**config.mk**
```make
export PLATFORM = sky130hd
export DESIGN_NAME = ssf_flags
export DESIGN_NICKNAME = d
export VERILOG_FILES = /design/src/rtl/ssf_pkg.sv /design/src/rtl/ssf_flags.sv
export SDC_FILE = /design/constraint.sdc
export NUM_CORES = 1
export LEC_CHECK = 0
export ABC_AREA = 1
export BUFFER_PORTS_ARGS = -buffer_cell sky130_fd_sc_hd__buf_4
export CAP_MARGIN = 20
export CORE_MARGIN = 2
export CORE_UTILIZATION = 25
export CTS_BUF_LIST = sky130_fd_sc_hd__clkbuf_4
export CTS_CLUSTER_SIZE = 12
export DETAILED_ROUTE_END_ITERATION = 10
export PLACE_DENSITY = 0.41
export SETUP_SLACK_MARGIN = 0.15
export SLEW_MARGIN = 15
export SYNTH_ARGS = -nofsm -noshare
export SYNTH_HDL_FRONTEND = slang
export SYNTH_SLANG_ARGS = --single-unit
export TNS_END_PERCENT = 10
```
**constraint.sdc**
```tcl
create_clock -name clock -period 2.6 [get_ports clock]
set_clock_uncertainty 0.05 [all_clocks]
set_input_delay 0.13 -clock clock [delete_from_list [all_inputs] [get_ports clock]]
set_output_delay 0.13 -clock clock [all_outputs]
set_load 0.02 [all_outputs]
```
**src/rtl/ssf_pkg.sv**
```systemverilog
// constants and carrier types for the security status and exception flag block
`default_nettype none
package ssf_pkg;
  // command framing on the byte stream
  localparam logic [7:0] SSF_HDR        = 8'hFF;
  localparam logic [7:0] SSF_ESC        = 8'hFE;
  localparam logic [7:0] SSF_ACK        = 8'h06;
  localparam logic [7:0] SSF_NACK       = 8'h15;
  localparam logic [7:0] SSF_SIZE_SUB   = 8'h04;
  localparam logic [7:0] SSF_VOL_BIT    = 8'h80;
  // volatile register addresses
  localparam logic [7:0] SSF_ADDR_SEC   = 8'hC9;
  localparam logic [7:0] SSF_ADDR_JOIN  = 8'hCA;
  localparam logic [7:0] SSF_ADDR_FHI   = 8'hCD;
  localparam logic [7:0] SSF_ADDR_FMID  = 8'hCE;
  localparam logic [7:0] SSF_ADDR_FLO   = 8'hCF;
  localparam logic [7:0] SSF_ADDR_CMD   = 8'hC7;
  // command register values
  localparam logic [7:0] SSF_CMD_CLEAR_INPUT_BUFFER_CMD  = 8'h07;
  localparam logic [7:0] SSF_CMD_JOIN   = 8'h10;
  localparam logic [7:0] SSF_JOIN_HALT  = 8'h00;
  // security status bit positions
  localparam int SSF_SEC_VKEY_BIT       = 1;
  localparam int SSF_SEC_NVKEY_BIT      = 2;
  // flag bit positions in the 24-bit flag word (low byte is bits 7:0)
  localparam int SSF_BIT_WRREJ          = 2;
  localparam int SSF_BIT_TXDONE         = 8;
  localparam int SSF_BIT_RXWAIT         = 9;
  localparam int SSF_BIT_PLAIN          = 10;
  localparam int SSF_BIT_SEQBACK        = 11;
  localparam int SSF_BIT_SEQGAP         = 12;
  localparam int SSF_BIT_JOIN           = 13;
  // implemented flag bits; the rest are reserved and read zero
  localparam logic [23:0] SSF_FLAG_IMPL = 24'h003FFF;
  localparam logic [23:0] SSF_FLAG_RST  = 24'h000000;
  // one-cycle event pulses of the low flag byte, packed in bit order 7..0
  typedef struct packed {
    logic frame_kind_error;
    logic ack_sequence_error;
    logic header_check_error;
    logic payload_check_error;
    logic ack_missing;
    logic write_rejected;
    logic radio_overflow;
    logic uart_overflow;
  } ssf_event_t;
  typedef enum {ST_IDLE, ST_SIZE, ST_ESC, ST_KIND, ST_RADDR, ST_WVAL, ST_WSUB, ST_RESP} ssf_state_t;
endpackage
`default_nettype wire

```
**src/rtl/ssf_flags.sv**
```systemverilog
// security status, join status and extended exception flags behind the command byte stream
`default_nettype none
module ssf_flags
  import ssf_pkg::*;
#(
  parameter int SEQ_W = 16
) (
  input  wire logic             clock,
  input  wire logic             rst,
  input  wire logic [7:0]       cmd_rx_byte,
  input  wire logic             cmd_rx_valid,
  output logic      [7:0]       cmd_tx_byte,
  output logic                  cmd_tx_valid,
  input  wire logic             cmd_tx_ready,
  input  wire ssf_event_t       events,
  input  wire logic             tx_sent,
  input  wire logic             tx_ack_required,
  input  wire logic             ack_received,
  input  wire logic             rx_data_arrived,
  input  wire logic             rx_all_drained,
  input  wire logic             rx_plaintext_pkt,
  input  wire logic             plaintext_receive_enable,
  input  wire logic             rx_encrypted_pkt,
  input  wire logic [SEQ_W-1:0] rx_seq_num,
  input  wire logic             join_start,
  input  wire logic             join_finished,
  input  wire logic             volatile_key_loaded,
  input  wire logic             nonvolatile_key_loaded,
  input  wire logic [7:0]       join_activity_code,
  input  wire logic [23:0]      ext_exception_enable_mask,
  input  wire logic [7:0]       basic_exception_enable_mask,
  output logic                  exception_status_line,
  output logic                  input_buffer_clear,
  output logic                  join_halt,
  output logic                  join_active
);

  ////////////////////////////////////////////////////////////////////////////
  ssf_state_t        state_r;
  logic [7:0]        size_r;
  logic [7:0]        addr_r;
  logic [7:0]        val_r;
  logic [15:0]       resp_r;
  logic [1:0]        resp_left_r;
  logic [23:0]       flags_r;
  logic [23:0]       flags_nxt;
  logic [23:0]       set_v;
  logic [23:0]       and_v;
  logic [SEQ_W-1:0]  prev_seq_r;
  logic              have_prev_r;
  logic              ack_wait_r;
  logic              rx_go;
  logic              rd_fire;
  logic              wr_fire;
  logic              wr_sub;
  logic [7:0]        wr_val;
  logic [7:0]        rd_addr;
  logic [7:0]        wr_addr;
  logic              rd_known;
  logic [7:0]        rd_value;
  logic              is_flag;
  logic              is_halt;
  logic              is_clear_input_buffer_cmd;
  logic              wr_ok;
  logic              reject_evt;
  logic              clear_input_buffer_cmd_evt;
  logic              tx_done_evt;
  logic              seq_back;
  logic              seq_gap;

  ////////////////////////////////////////////////////////////////////////////
  // command decode; bytes that arrive while an answer is going out are dropped
  assign rx_go    = cmd_rx_valid && state_r != ST_RESP;
  assign rd_fire  = rx_go && state_r == ST_RADDR;
  assign wr_fire  = rx_go && ((state_r == ST_WVAL && size_r != SSF_SIZE_SUB) || state_r == ST_WSUB);
  assign wr_sub   = state_r == ST_WSUB;
  assign wr_val   = wr_sub ? val_r : cmd_rx_byte;
  // the address byte names the volatile copy with bit 7 clear
  assign rd_addr  = cmd_rx_byte | SSF_VOL_BIT;
  assign wr_addr  = addr_r | SSF_VOL_BIT;
  assign is_flag  = !addr_r[7] && (wr_addr == SSF_ADDR_FHI || wr_addr == SSF_ADDR_FMID || wr_addr == SSF_ADDR_FLO);
  // an address byte with bit 7 set is refused for commands as for flags
  assign is_halt  = wr_sub && !addr_r[7] && wr_addr == SSF_ADDR_CMD && wr_val == SSF_CMD_JOIN &&
                    cmd_rx_byte == SSF_JOIN_HALT;
  assign is_clear_input_buffer_cmd = !wr_sub && !addr_r[7] && wr_addr == SSF_ADDR_CMD && wr_val == SSF_CMD_CLEAR_INPUT_BUFFER_CMD;
  assign wr_ok    = is_halt || ((is_flag || is_clear_input_buffer_cmd) && !join_active);
  assign reject_evt = wr_fire && !wr_ok;
  assign clear_input_buffer_cmd_evt  = wr_fire && wr_ok && is_clear_input_buffer_cmd;

  always_comb begin
    rd_known = !cmd_rx_byte[7];
    case (rd_addr)
      SSF_ADDR_SEC: begin
        rd_value = 8'h00;
        rd_value[SSF_SEC_VKEY_BIT]  = volatile_key_loaded;
        rd_value[SSF_SEC_NVKEY_BIT] = nonvolatile_key_loaded;
      end
      SSF_ADDR_JOIN: rd_value = join_activity_code;
      SSF_ADDR_FHI:  rd_value = flags_r[23:16];
      SSF_ADDR_FMID: rd_value = flags_r[15:8];
      SSF_ADDR_FLO:  rd_value = flags_r[7:0];
      default: begin
        rd_value = 8'h00;
        rd_known = 1'b0;
      end
    endcase
  end

  ////////////////////////////////////////////////////////////////////////////
  always_ff @(posedge clock) begin
    if (rst) begin
      state_r      <= ST_IDLE;
      size_r       <= 8'h00;
      addr_r       <= 8'h00;
      val_r        <= 8'h00;
      resp_r       <= 16'h0000;
      resp_left_r  <= 2'd0;
      cmd_tx_byte  <= 8'h00;
      cmd_tx_valid <= 1'b0;
    end else begin
      case (state_r)
        ST_IDLE: if (cmd_rx_valid && cmd_rx_byte == SSF_HDR) state_r <= ST_SIZE;
        ST_SIZE: if (cmd_rx_valid) begin
          size_r  <= cmd_rx_byte;
          state_r <= ST_ESC;
        end
        ST_ESC: if (cmd_rx_valid) state_r <= (cmd_rx_byte == SSF_ESC) ? ST_KIND : ST_IDLE;
        ST_KIND: if (cmd_rx_valid) begin
          addr_r  <= cmd_rx_byte;
          state_r <= (cmd_rx_byte == SSF_ESC) ? ST_RADDR : ST_WVAL;
        end
        ST_RADDR: if (cmd_rx_valid) begin
          state_r      <= ST_RESP;
          cmd_tx_valid <= 1'b1;
          cmd_tx_byte  <= rd_known ? SSF_ACK : SSF_NACK;
          resp_r       <= {rd_addr, rd_value};
          resp_left_r  <= rd_known ? 2'd2 : 2'd0;
        end
        ST_WVAL: if (cmd_rx_valid) begin
          val_r <= cmd_rx_byte;
          if (size_r == SSF_SIZE_SUB) begin
            state_r <= ST_WSUB;
          end else begin
            state_r      <= ST_RESP;
            cmd_tx_valid <= 1'b1;
            cmd_tx_byte  <= wr_ok ? SSF_ACK : SSF_NACK;
            resp_left_r  <= 2'd0;
          end
        end
        ST_WSUB: if (cmd_rx_valid) begin
          state_r      <= ST_RESP;
          cmd_tx_valid <= 1'b1;
          cmd_tx_byte  <= wr_ok ? SSF_ACK : SSF_NACK;
          resp_left_r  <= 2'd0;
        end
        ST_RESP: if (cmd_tx_ready) begin
          if (resp_left_r == 2'd0) begin
            cmd_tx_valid <= 1'b0;
            state_r      <= ST_IDLE;
          end else begin
            cmd_tx_byte <= resp_r[15:8];
            resp_r      <= {resp_r[7:0], 8'h00};
            resp_left_r <= resp_left_r - 2'd1;
          end
        end
        default: state_r <= ST_IDLE;
      endcase
    end
  end

  ////////////////////////////////////////////////////////////////////////////
  // halt completes in the same cycle the answer is loaded, so it precedes the ack
  always_ff @(posedge clock) begin
    if (rst) begin
      join_active        <= 1'b0;
      join_halt          <= 1'b0;
      input_buffer_clear <= 1'b0;
    end else begin
      join_halt          <= wr_fire && is_halt;
      input_buffer_clear <= clear_input_buffer_cmd_evt;
      if (join_start) join_active <= 1'b1;
      else if (join_finished || (wr_fire && is_halt)) join_active <= 1'b0;
    end
  end

  ////////////////////////////////////////////////////////////////////////////
  // transmit completion waits for the ack when one was asked for
  assign tx_done_evt = (tx_sent && !tx_ack_required) || (ack_received && ack_wait_r);

  always_ff @(posedge clock) begin
    if (rst) ack_wait_r <= 1'b0;
    else if (tx_sent && tx_ack_required) ack_wait_r <= 1'b1;
    else if (ack_received) ack_wait_r <= 1'b0;
  end

  // the first packet after reset has nothing to compare against
  assign seq_back = rx_encrypted_pkt && have_prev_r && rx_seq_num < prev_seq_r;
  assign seq_gap  = rx_encrypted_pkt && have_prev_r &&
                    {1'b0, rx_seq_num} > ({1'b0, prev_seq_r} + {{SEQ_W{1'b0}}, 1'b1});

  always_ff @(posedge clock) begin
    if (rst) begin
      prev_seq_r  <= '0;
      have_prev_r <= 1'b0;
    end else if (rx_encrypted_pkt) begin
      prev_seq_r  <= rx_seq_num;
      have_prev_r <= 1'b1;
    end
  end

  ////////////////////////////////////////////////////////////////////////////
  always_comb begin
    set_v = 24'h000000;
    set_v[7:0] = events;
    set_v[SSF_BIT_WRREJ]   = events.write_rejected || reject_evt;
    set_v[SSF_BIT_TXDONE]  = tx_done_evt;
    set_v[SSF_BIT_RXWAIT]  = rx_data_arrived;
    set_v[SSF_BIT_PLAIN]   = rx_plaintext_pkt && plaintext_receive_enable;
    set_v[SSF_BIT_SEQBACK] = seq_back;
    set_v[SSF_BIT_SEQGAP]  = seq_gap;
    set_v[SSF_BIT_JOIN]    = join_start;
    and_v = 24'hFFFFFF;
    if (wr_fire && wr_ok && is_flag) begin
      case (wr_addr)
        SSF_ADDR_FHI:  and_v[23:16] = wr_val;
        SSF_ADDR_FMID: and_v[15:8]  = wr_val;
        default:       and_v[7:0]   = wr_val;
      endcase
    end
    if (rx_all_drained || clear_input_buffer_cmd_evt) and_v[SSF_BIT_RXWAIT] = 1'b0;
    // set applied after the clear so a same-cycle event survives
    flags_nxt = ((flags_r & and_v) | set_v) & SSF_FLAG_IMPL;
  end

  always_ff @(posedge clock) begin
    if (rst) flags_r <= SSF_FLAG_RST;
    else flags_r <= flags_nxt;
  end

  always_ff @(posedge clock) begin
    if (rst) exception_status_line <= 1'b0;
    else exception_status_line <= |(flags_r & ext_exception_enable_mask) && basic_exception_enable_mask == 8'h00;
  end
endmodule
`default_nettype wire

```
# --- After elaboration in Yosys (flattened, before gate mapping) ---
# Index checks and enable logic that the tools add are counted.
classes:
  add_sub_neg: 2
  order_cmp: 2
  eq_ne: 37
  mux: 50
  n_bitwise: 3
  reduce_logical: 61
ops:
  columns: ["cell", "n"]
  rows:
  - ["2-to-1 mux 32 bit", 8]
  - ["one-hot mux 32 bit (7 select lines)", 1]
  - ["== test 32 x 3 -> 1 bit, second input constant", 4]
  - ["== test 32 x 2 -> 1 bit, second input constant", 2]
  - ["== test 32 x 4 -> 1 bit, second input constant", 2]
  - ["2-to-1 mux 8 bit", 8]
  - ["== test 7 bit, second input constant", 9]
  - ["2-to-1 mux 16 bit", 3]
  - ["one-hot mux 8 bit (5 select lines)", 1]
  - ["== test 32 x 1 -> 1 bit, second input constant", 1]
  - ["zero test 32 bit", 1]
  - ["inequality test 32 x 4 -> 1 bit, second input constant", 1]
  - ["one-hot mux 16 bit (2 select lines)", 1]
  - ["one-hot mux 8 bit (4 select lines)", 1]
  - ["logical AND 1 bit", 26]
  - ["bitwise AND 14 x 24 -> 24 bit", 1]
  - ["OR reduction 24 bit", 1]
  - ["inequality test 2 bit, second input constant", 11]
  - ["adder 16 x 1 -> 17 bit, second input constant", 1]
  - ["greater-than comparator 16 x 17 -> 1 bit", 1]
  - ["== test 8 x 3 -> 1 bit, second input constant", 2]
  - ["== test 8 bit, second input constant", 2]
  - ["zero test 8 bit", 2]
  - ["< comparator 16 bit", 1]
  - ["26 further kinds", 64]
word_totals:
  reg_bits: 119
  out_inout_bits: 13

# --- Depth between registers and ports, before layout ---
depth:
  depth_word: 14
  depth_mapped: 19
  mapped_depth_nobuf: 19

# --- Least setup slack after synthesis ---
# OpenSTA, ideal clock, no wires.
synth_path:
  kind: "register -> register"
  startpoint: "register prev_seq_r[2]"
  endpoint: "register flags_r[12]"
  setup_ns: 0.132
  t_arrival_ns: 2.496
  t_required_ns: 2.418
  path_slack_ns: -0.078
  stages_incl_launch_ff: 16
  path_buffers: 0
  synth_period_minus_slack_ns: 2.678
  path_cell_list: "dfxtp_1 > nand3_1 > nor3_1 > nand3_1 > nor3_2 > nand2_1 > nor3_1 > nand4_1 > xor2_1 > ha_1 > inv_1 > nor3_1 > nand3_1 > o211a_1 > nand3_1 > a21oi_1"
synth_via:
  elab_chain_cells: 4
synth_lines:
  columns: ["element", "line", "source"]
  rows:
  - ["start, declared", "ssf_flags.sv:49", "logic [SEQ_W-1:0] prev_seq_r;"]
  - ["start signal, assigned", "ssf_flags.sv:206", "prev_seq_r <= rx_seq_num;"]
  - ["adder 16 x 1 -> 17 bit", "ssf_flags.sv:199", "{1'b0, rx_seq_num} > ({1'b0, prev_seq_r} + {{SEQ_W{1'b0}}, 1'b1});"]
  - ["greater-than comparator 16 x 17 -> 1 bit", "ssf_flags.sv:199", null]
  - ["logical AND 1 bit", "ssf_flags.sv:198", "assign seq_gap = rx_encrypted_pkt && have_prev_r &&"]
  - ["OR 14 bit", "ssf_flags.sv:232", "flags_nxt = ((flags_r & and_v) | set_v) & SSF_FLAG_IMPL;"]
  - ["end signal, assigned", "ssf_flags.sv:237", "else flags_r <= flags_nxt;"]
  - ["end, declared", "ssf_flags.sv:45", "logic [23:0] flags_r;"]
# No other way between the ends.
# A chain may end at the register's enable or synchronous reset.

# --- Final worst setup path ---
layout_path:
  startpoint: "register prev_seq_r[0]"
  endpoint: "register flags_r[12]"
# Same word-level chain as after synthesis.

==> flow_metrics.env <==
export IMPL_io_buffers=90
export IMPL_fmax_ghz=0.3533
export IMPL_finalNetCount=1022
export IMPL_violations="negative setup slack"
export IMPL_finalHoldWorstSlack_ps=32.95
export IMPL_syn_area_per_cell_sq_um=6.999
export IMPL_final_util_pct=34.75
export IMPL_drt_total_wl_um=17860
export IMPL_die_w_um=148.2
export IMPL_rsz0062_at_grt="true"
export IMPL_firstDrtPassIters=4
export IMPL_critPathArrivalTime_ps=3160
export IMPL_core_sq_um=20300
export IMPL_syn_instance_count=743
export IMPL_syn_area_sq_um=5200
export IMPL_numCtsBuffers=9
export IMPL_ys_warnings_count=0
export IMPL_slew_headroom_pct=43.92
export IMPL_cts_tree="done"
export IMPL_grt_pass1_wl_um=28380
export IMPL_final_cell_mix="nand2_1 (147), buf_4 (122), a21oi_1 (92)"
export IMPL_ys_top_cells_by_area="dfxtp_1 (35%), nand2_1 (11%), a21oi_1 (8.9%)"
export IMPL_synthesis_nets=865
export IMPL_layout_drive_gt1_share_pct=19.34
export IMPL_drtIter0Drc=233
export IMPL_ys_seq_area_share_pct=34.65
export IMPL_vias_per_cell=4.532
export IMPL_rows=52
export IMPL_wl_per_cell_um=15.19
export IMPL_crit_path_end_kind="flip-flop"
export IMPL_antenna_found_initial=1
export IMPL_drv_cap=0
export IMPL_synth_edff_count=0
export IMPL_async_reset_ff_share_pct=0
export IMPL_crit_required_ps=2930
export IMPL_multiInputGateArea_sq_um=3042
export IMPL_synth_seq_cells=90
export IMPL_num_vias=5330
export IMPL_grt_max_degree=49
export IMPL_layout_commonest_cell="nand2_1"
export IMPL_crit_type="reg -> reg"
export IMPL_fin_crit_sh_pct=108.9
export IMPL_grt_usage_pct=16.51
export IMPL_grt_pass1_vias=5269
export IMPL_place_congestion=0.7794
export IMPL_fp_dieArea_sq_um=21970
export IMPL_cts_num_sinks=90
export IMPL_fin_total_pwr_uw=2870
export IMPL_drtAntennaViolNets=0
export IMPL_clock_latency_ps=480
export IMPL_dp_cells=1104
export IMPL_path_clk_slew_ps=170
export IMPL_die_h_um=148.2
export IMPL_ys_flop_type="dfxtp_1"
export IMPL_power_density_nw_per_um2=406.8
export IMPL_hold_path_class="in -> reg"
export IMPL_outcome="finished, violations left"
export IMPL_syn2layout_area_growth_pct=35.66
export IMPL_dpl_hpwl_um=13610
export IMPL_synth_top_cell_by_area="dfxtp_1"
export IMPL_cts_max_level=3
export IMPL_finalCriticalPeriod_ps=2831
export IMPL_synth_top_area_share_pct=34.65
export IMPL_cts_root_buf="clkbuf_4"
export IMPL_critPathMaxFanout=3
export IMPL_worstMarginPinSlew_ps=840.2
export IMPL_start_util_pct=25.62
export IMPL_setup_ws_ps=-230.7
export IMPL_synth_cell_types=46
export IMPL_overflow=0
export IMPL_setup_viol=1
export IMPL_final_cells=1176
export IMPL_finalMaxSlewViolations=0
export IMPL_drc=0
export IMPL_ios=101
export IMPL_clock_path_buffers=2
export IMPL_fillers=2260
export IMPL_start_kind="flip-flop"
export IMPL_leakage_uw=0.003004
export IMPL_regArea_sq_um=1809
export IMPL_vdd_drop_max_mv=0.1632
export IMPL_finalHoldViolCount=0
## Yosys cell counts, types with 2 or more instances
| library cell | count |
|---|---|
| buf_2 | 3 |
| a31oi_1 | 9 |
| a21oi_1 | 92 |
| o21bai_1 | 2 |
| nor4_1 | 3 |
| a22o_1 | 2 |
| nand2_1 | 148 |
| buf_6 | 2 |
| nand2_2 | 3 |
| nand3_1 | 39 |
| nand3b_1 | 3 |
| a21o_1 | 2 |
| nand4_1 | 26 |
| nor2_1 | 63 |
| clkbuf_1 | 18 |
| o21ai_0 | 62 |
| inv_2 | 3 |
| dfxtp_1 | 90 |
| inv_1 | 74 |
| a221oi_1 | 3 |
| a21oi_2 | 2 |
| nor2_2 | 4 |
| o21ai_1 | 4 |
| a211oi_1 | 3 |
| xor2_1 | 11 |
| nor3_1 | 16 |
| ha_1 | 34 |
| buf_4 | 4 |
## power by group
group	internal [uW]	switching [uW]
Combinational	264	291
Sequential	1430	43.5
Clock	335	507
## state kept, by name (all words and copies together), names as in the netlist
| signal | cells |
|---|---|
| join_halt | 1 |
| ack_wait_r | 1 |
| cmd_tx_valid | 1 |
| flags_r | 14 |
| exception_status_line | 1 |
| state_r | 3 |
| addr_r | 8 |
| val_r | 8 |
| prev_seq_r | 16 |
| size_r | 8 |
| have_prev_r | 1 |
| input_buffer_clear | 1 |
| cmd_tx_byte | 8 |
| resp_r | 16 |
| join_active | 1 |
| resp_left_r | 2 |
## worst max-delay path: stages (launching register included)
cell     delay [ps]
dfxtp_4         400
buf_4           110
nand3_2          90
nor3_4          160
nand3_2         110
nor3_2          240
nand2_1         140
nor3_4          230
nand4_1         120
xor2_1          160
ha_1            290
inv_1            60
nor3_2          160
nand3_1          80
o211a_1         210
nand3_1          80
a21oi_1          60
## logic make-up after synthesis
kind of cell / Yosys count / share of synthesized area [%]
adders and majority gates: 34 / 8.181
DFF: 90 / 34.65
xor gates and xnor gates: 12 / 2.021
AOI/OAI and AO/OA: 186 / 19.35
buffers and inverters: 106 / 8.349
and+or+nand+nor: 315 / 27.45
## through the flow
stage | setup TNS, ps | area [sq um] | setup WS [ps]
after floorplan | 0 | 5220 | 79.07
final | -230.7 | 7054 | -230.7
after detailed placement | -156.6 | 6309 | -156.6
after global routing | -443.3 | 7054 | -443.3
after CTS | -91.51 | 6974 | -91.51
after global placement | -129.9 | 6309 | -129.9
## timing repair
action	in CTS	in global routing
resized for setup	6	11
hold buffers	51	0
pin swaps	0	12
hold endpoints to repair	62	0
setup buffers	0	4
endpoints found under the setup margin	1	4
## area by class of cell
type	count	share of cell area [%]
antenna	1	0.03547
multi-input combinational	547	43.12
sequential	90	25.65
timing repair buffer	173	20.22
clock buffer	13	1.383
clock inverter	3	0.5676
inverter	79	4.239
tap	270	4.789
## final timing paths
check	startpoint	to	slack, ps	cells past startpoint
worst max-delay path	prev_seq_r[0]$_SDFFE_PP0P_	flags_r[12]$_SDFF_PP0_	-230	16
worst min-delay path	join_activity_code[5]	resp_r[5]$_SDFFE_PP0P_	30	5
worst max register to register	prev_seq_r[0]$_SDFFE_PP0P_	flags_r[12]$_SDFF_PP0_	-230	16
worst min register to register	val_r[1]$_SDFFE_PP0P_	val_r[1]$_SDFFE_PP0P_	410	2
## routing by layer
layer	routed length [um]	part of all wire, %	global-route usage [%]	vias to the layer above
met3	551	3.1	3.374	21
met5	0	0	0	-
met2	8558	48	27.96	68
met1	8450	47	21.40	2405
met4	299	1.7	4.429	0
li1	-	-	-	2836
No activity file was read; power rests on OpenSTA's default activity.
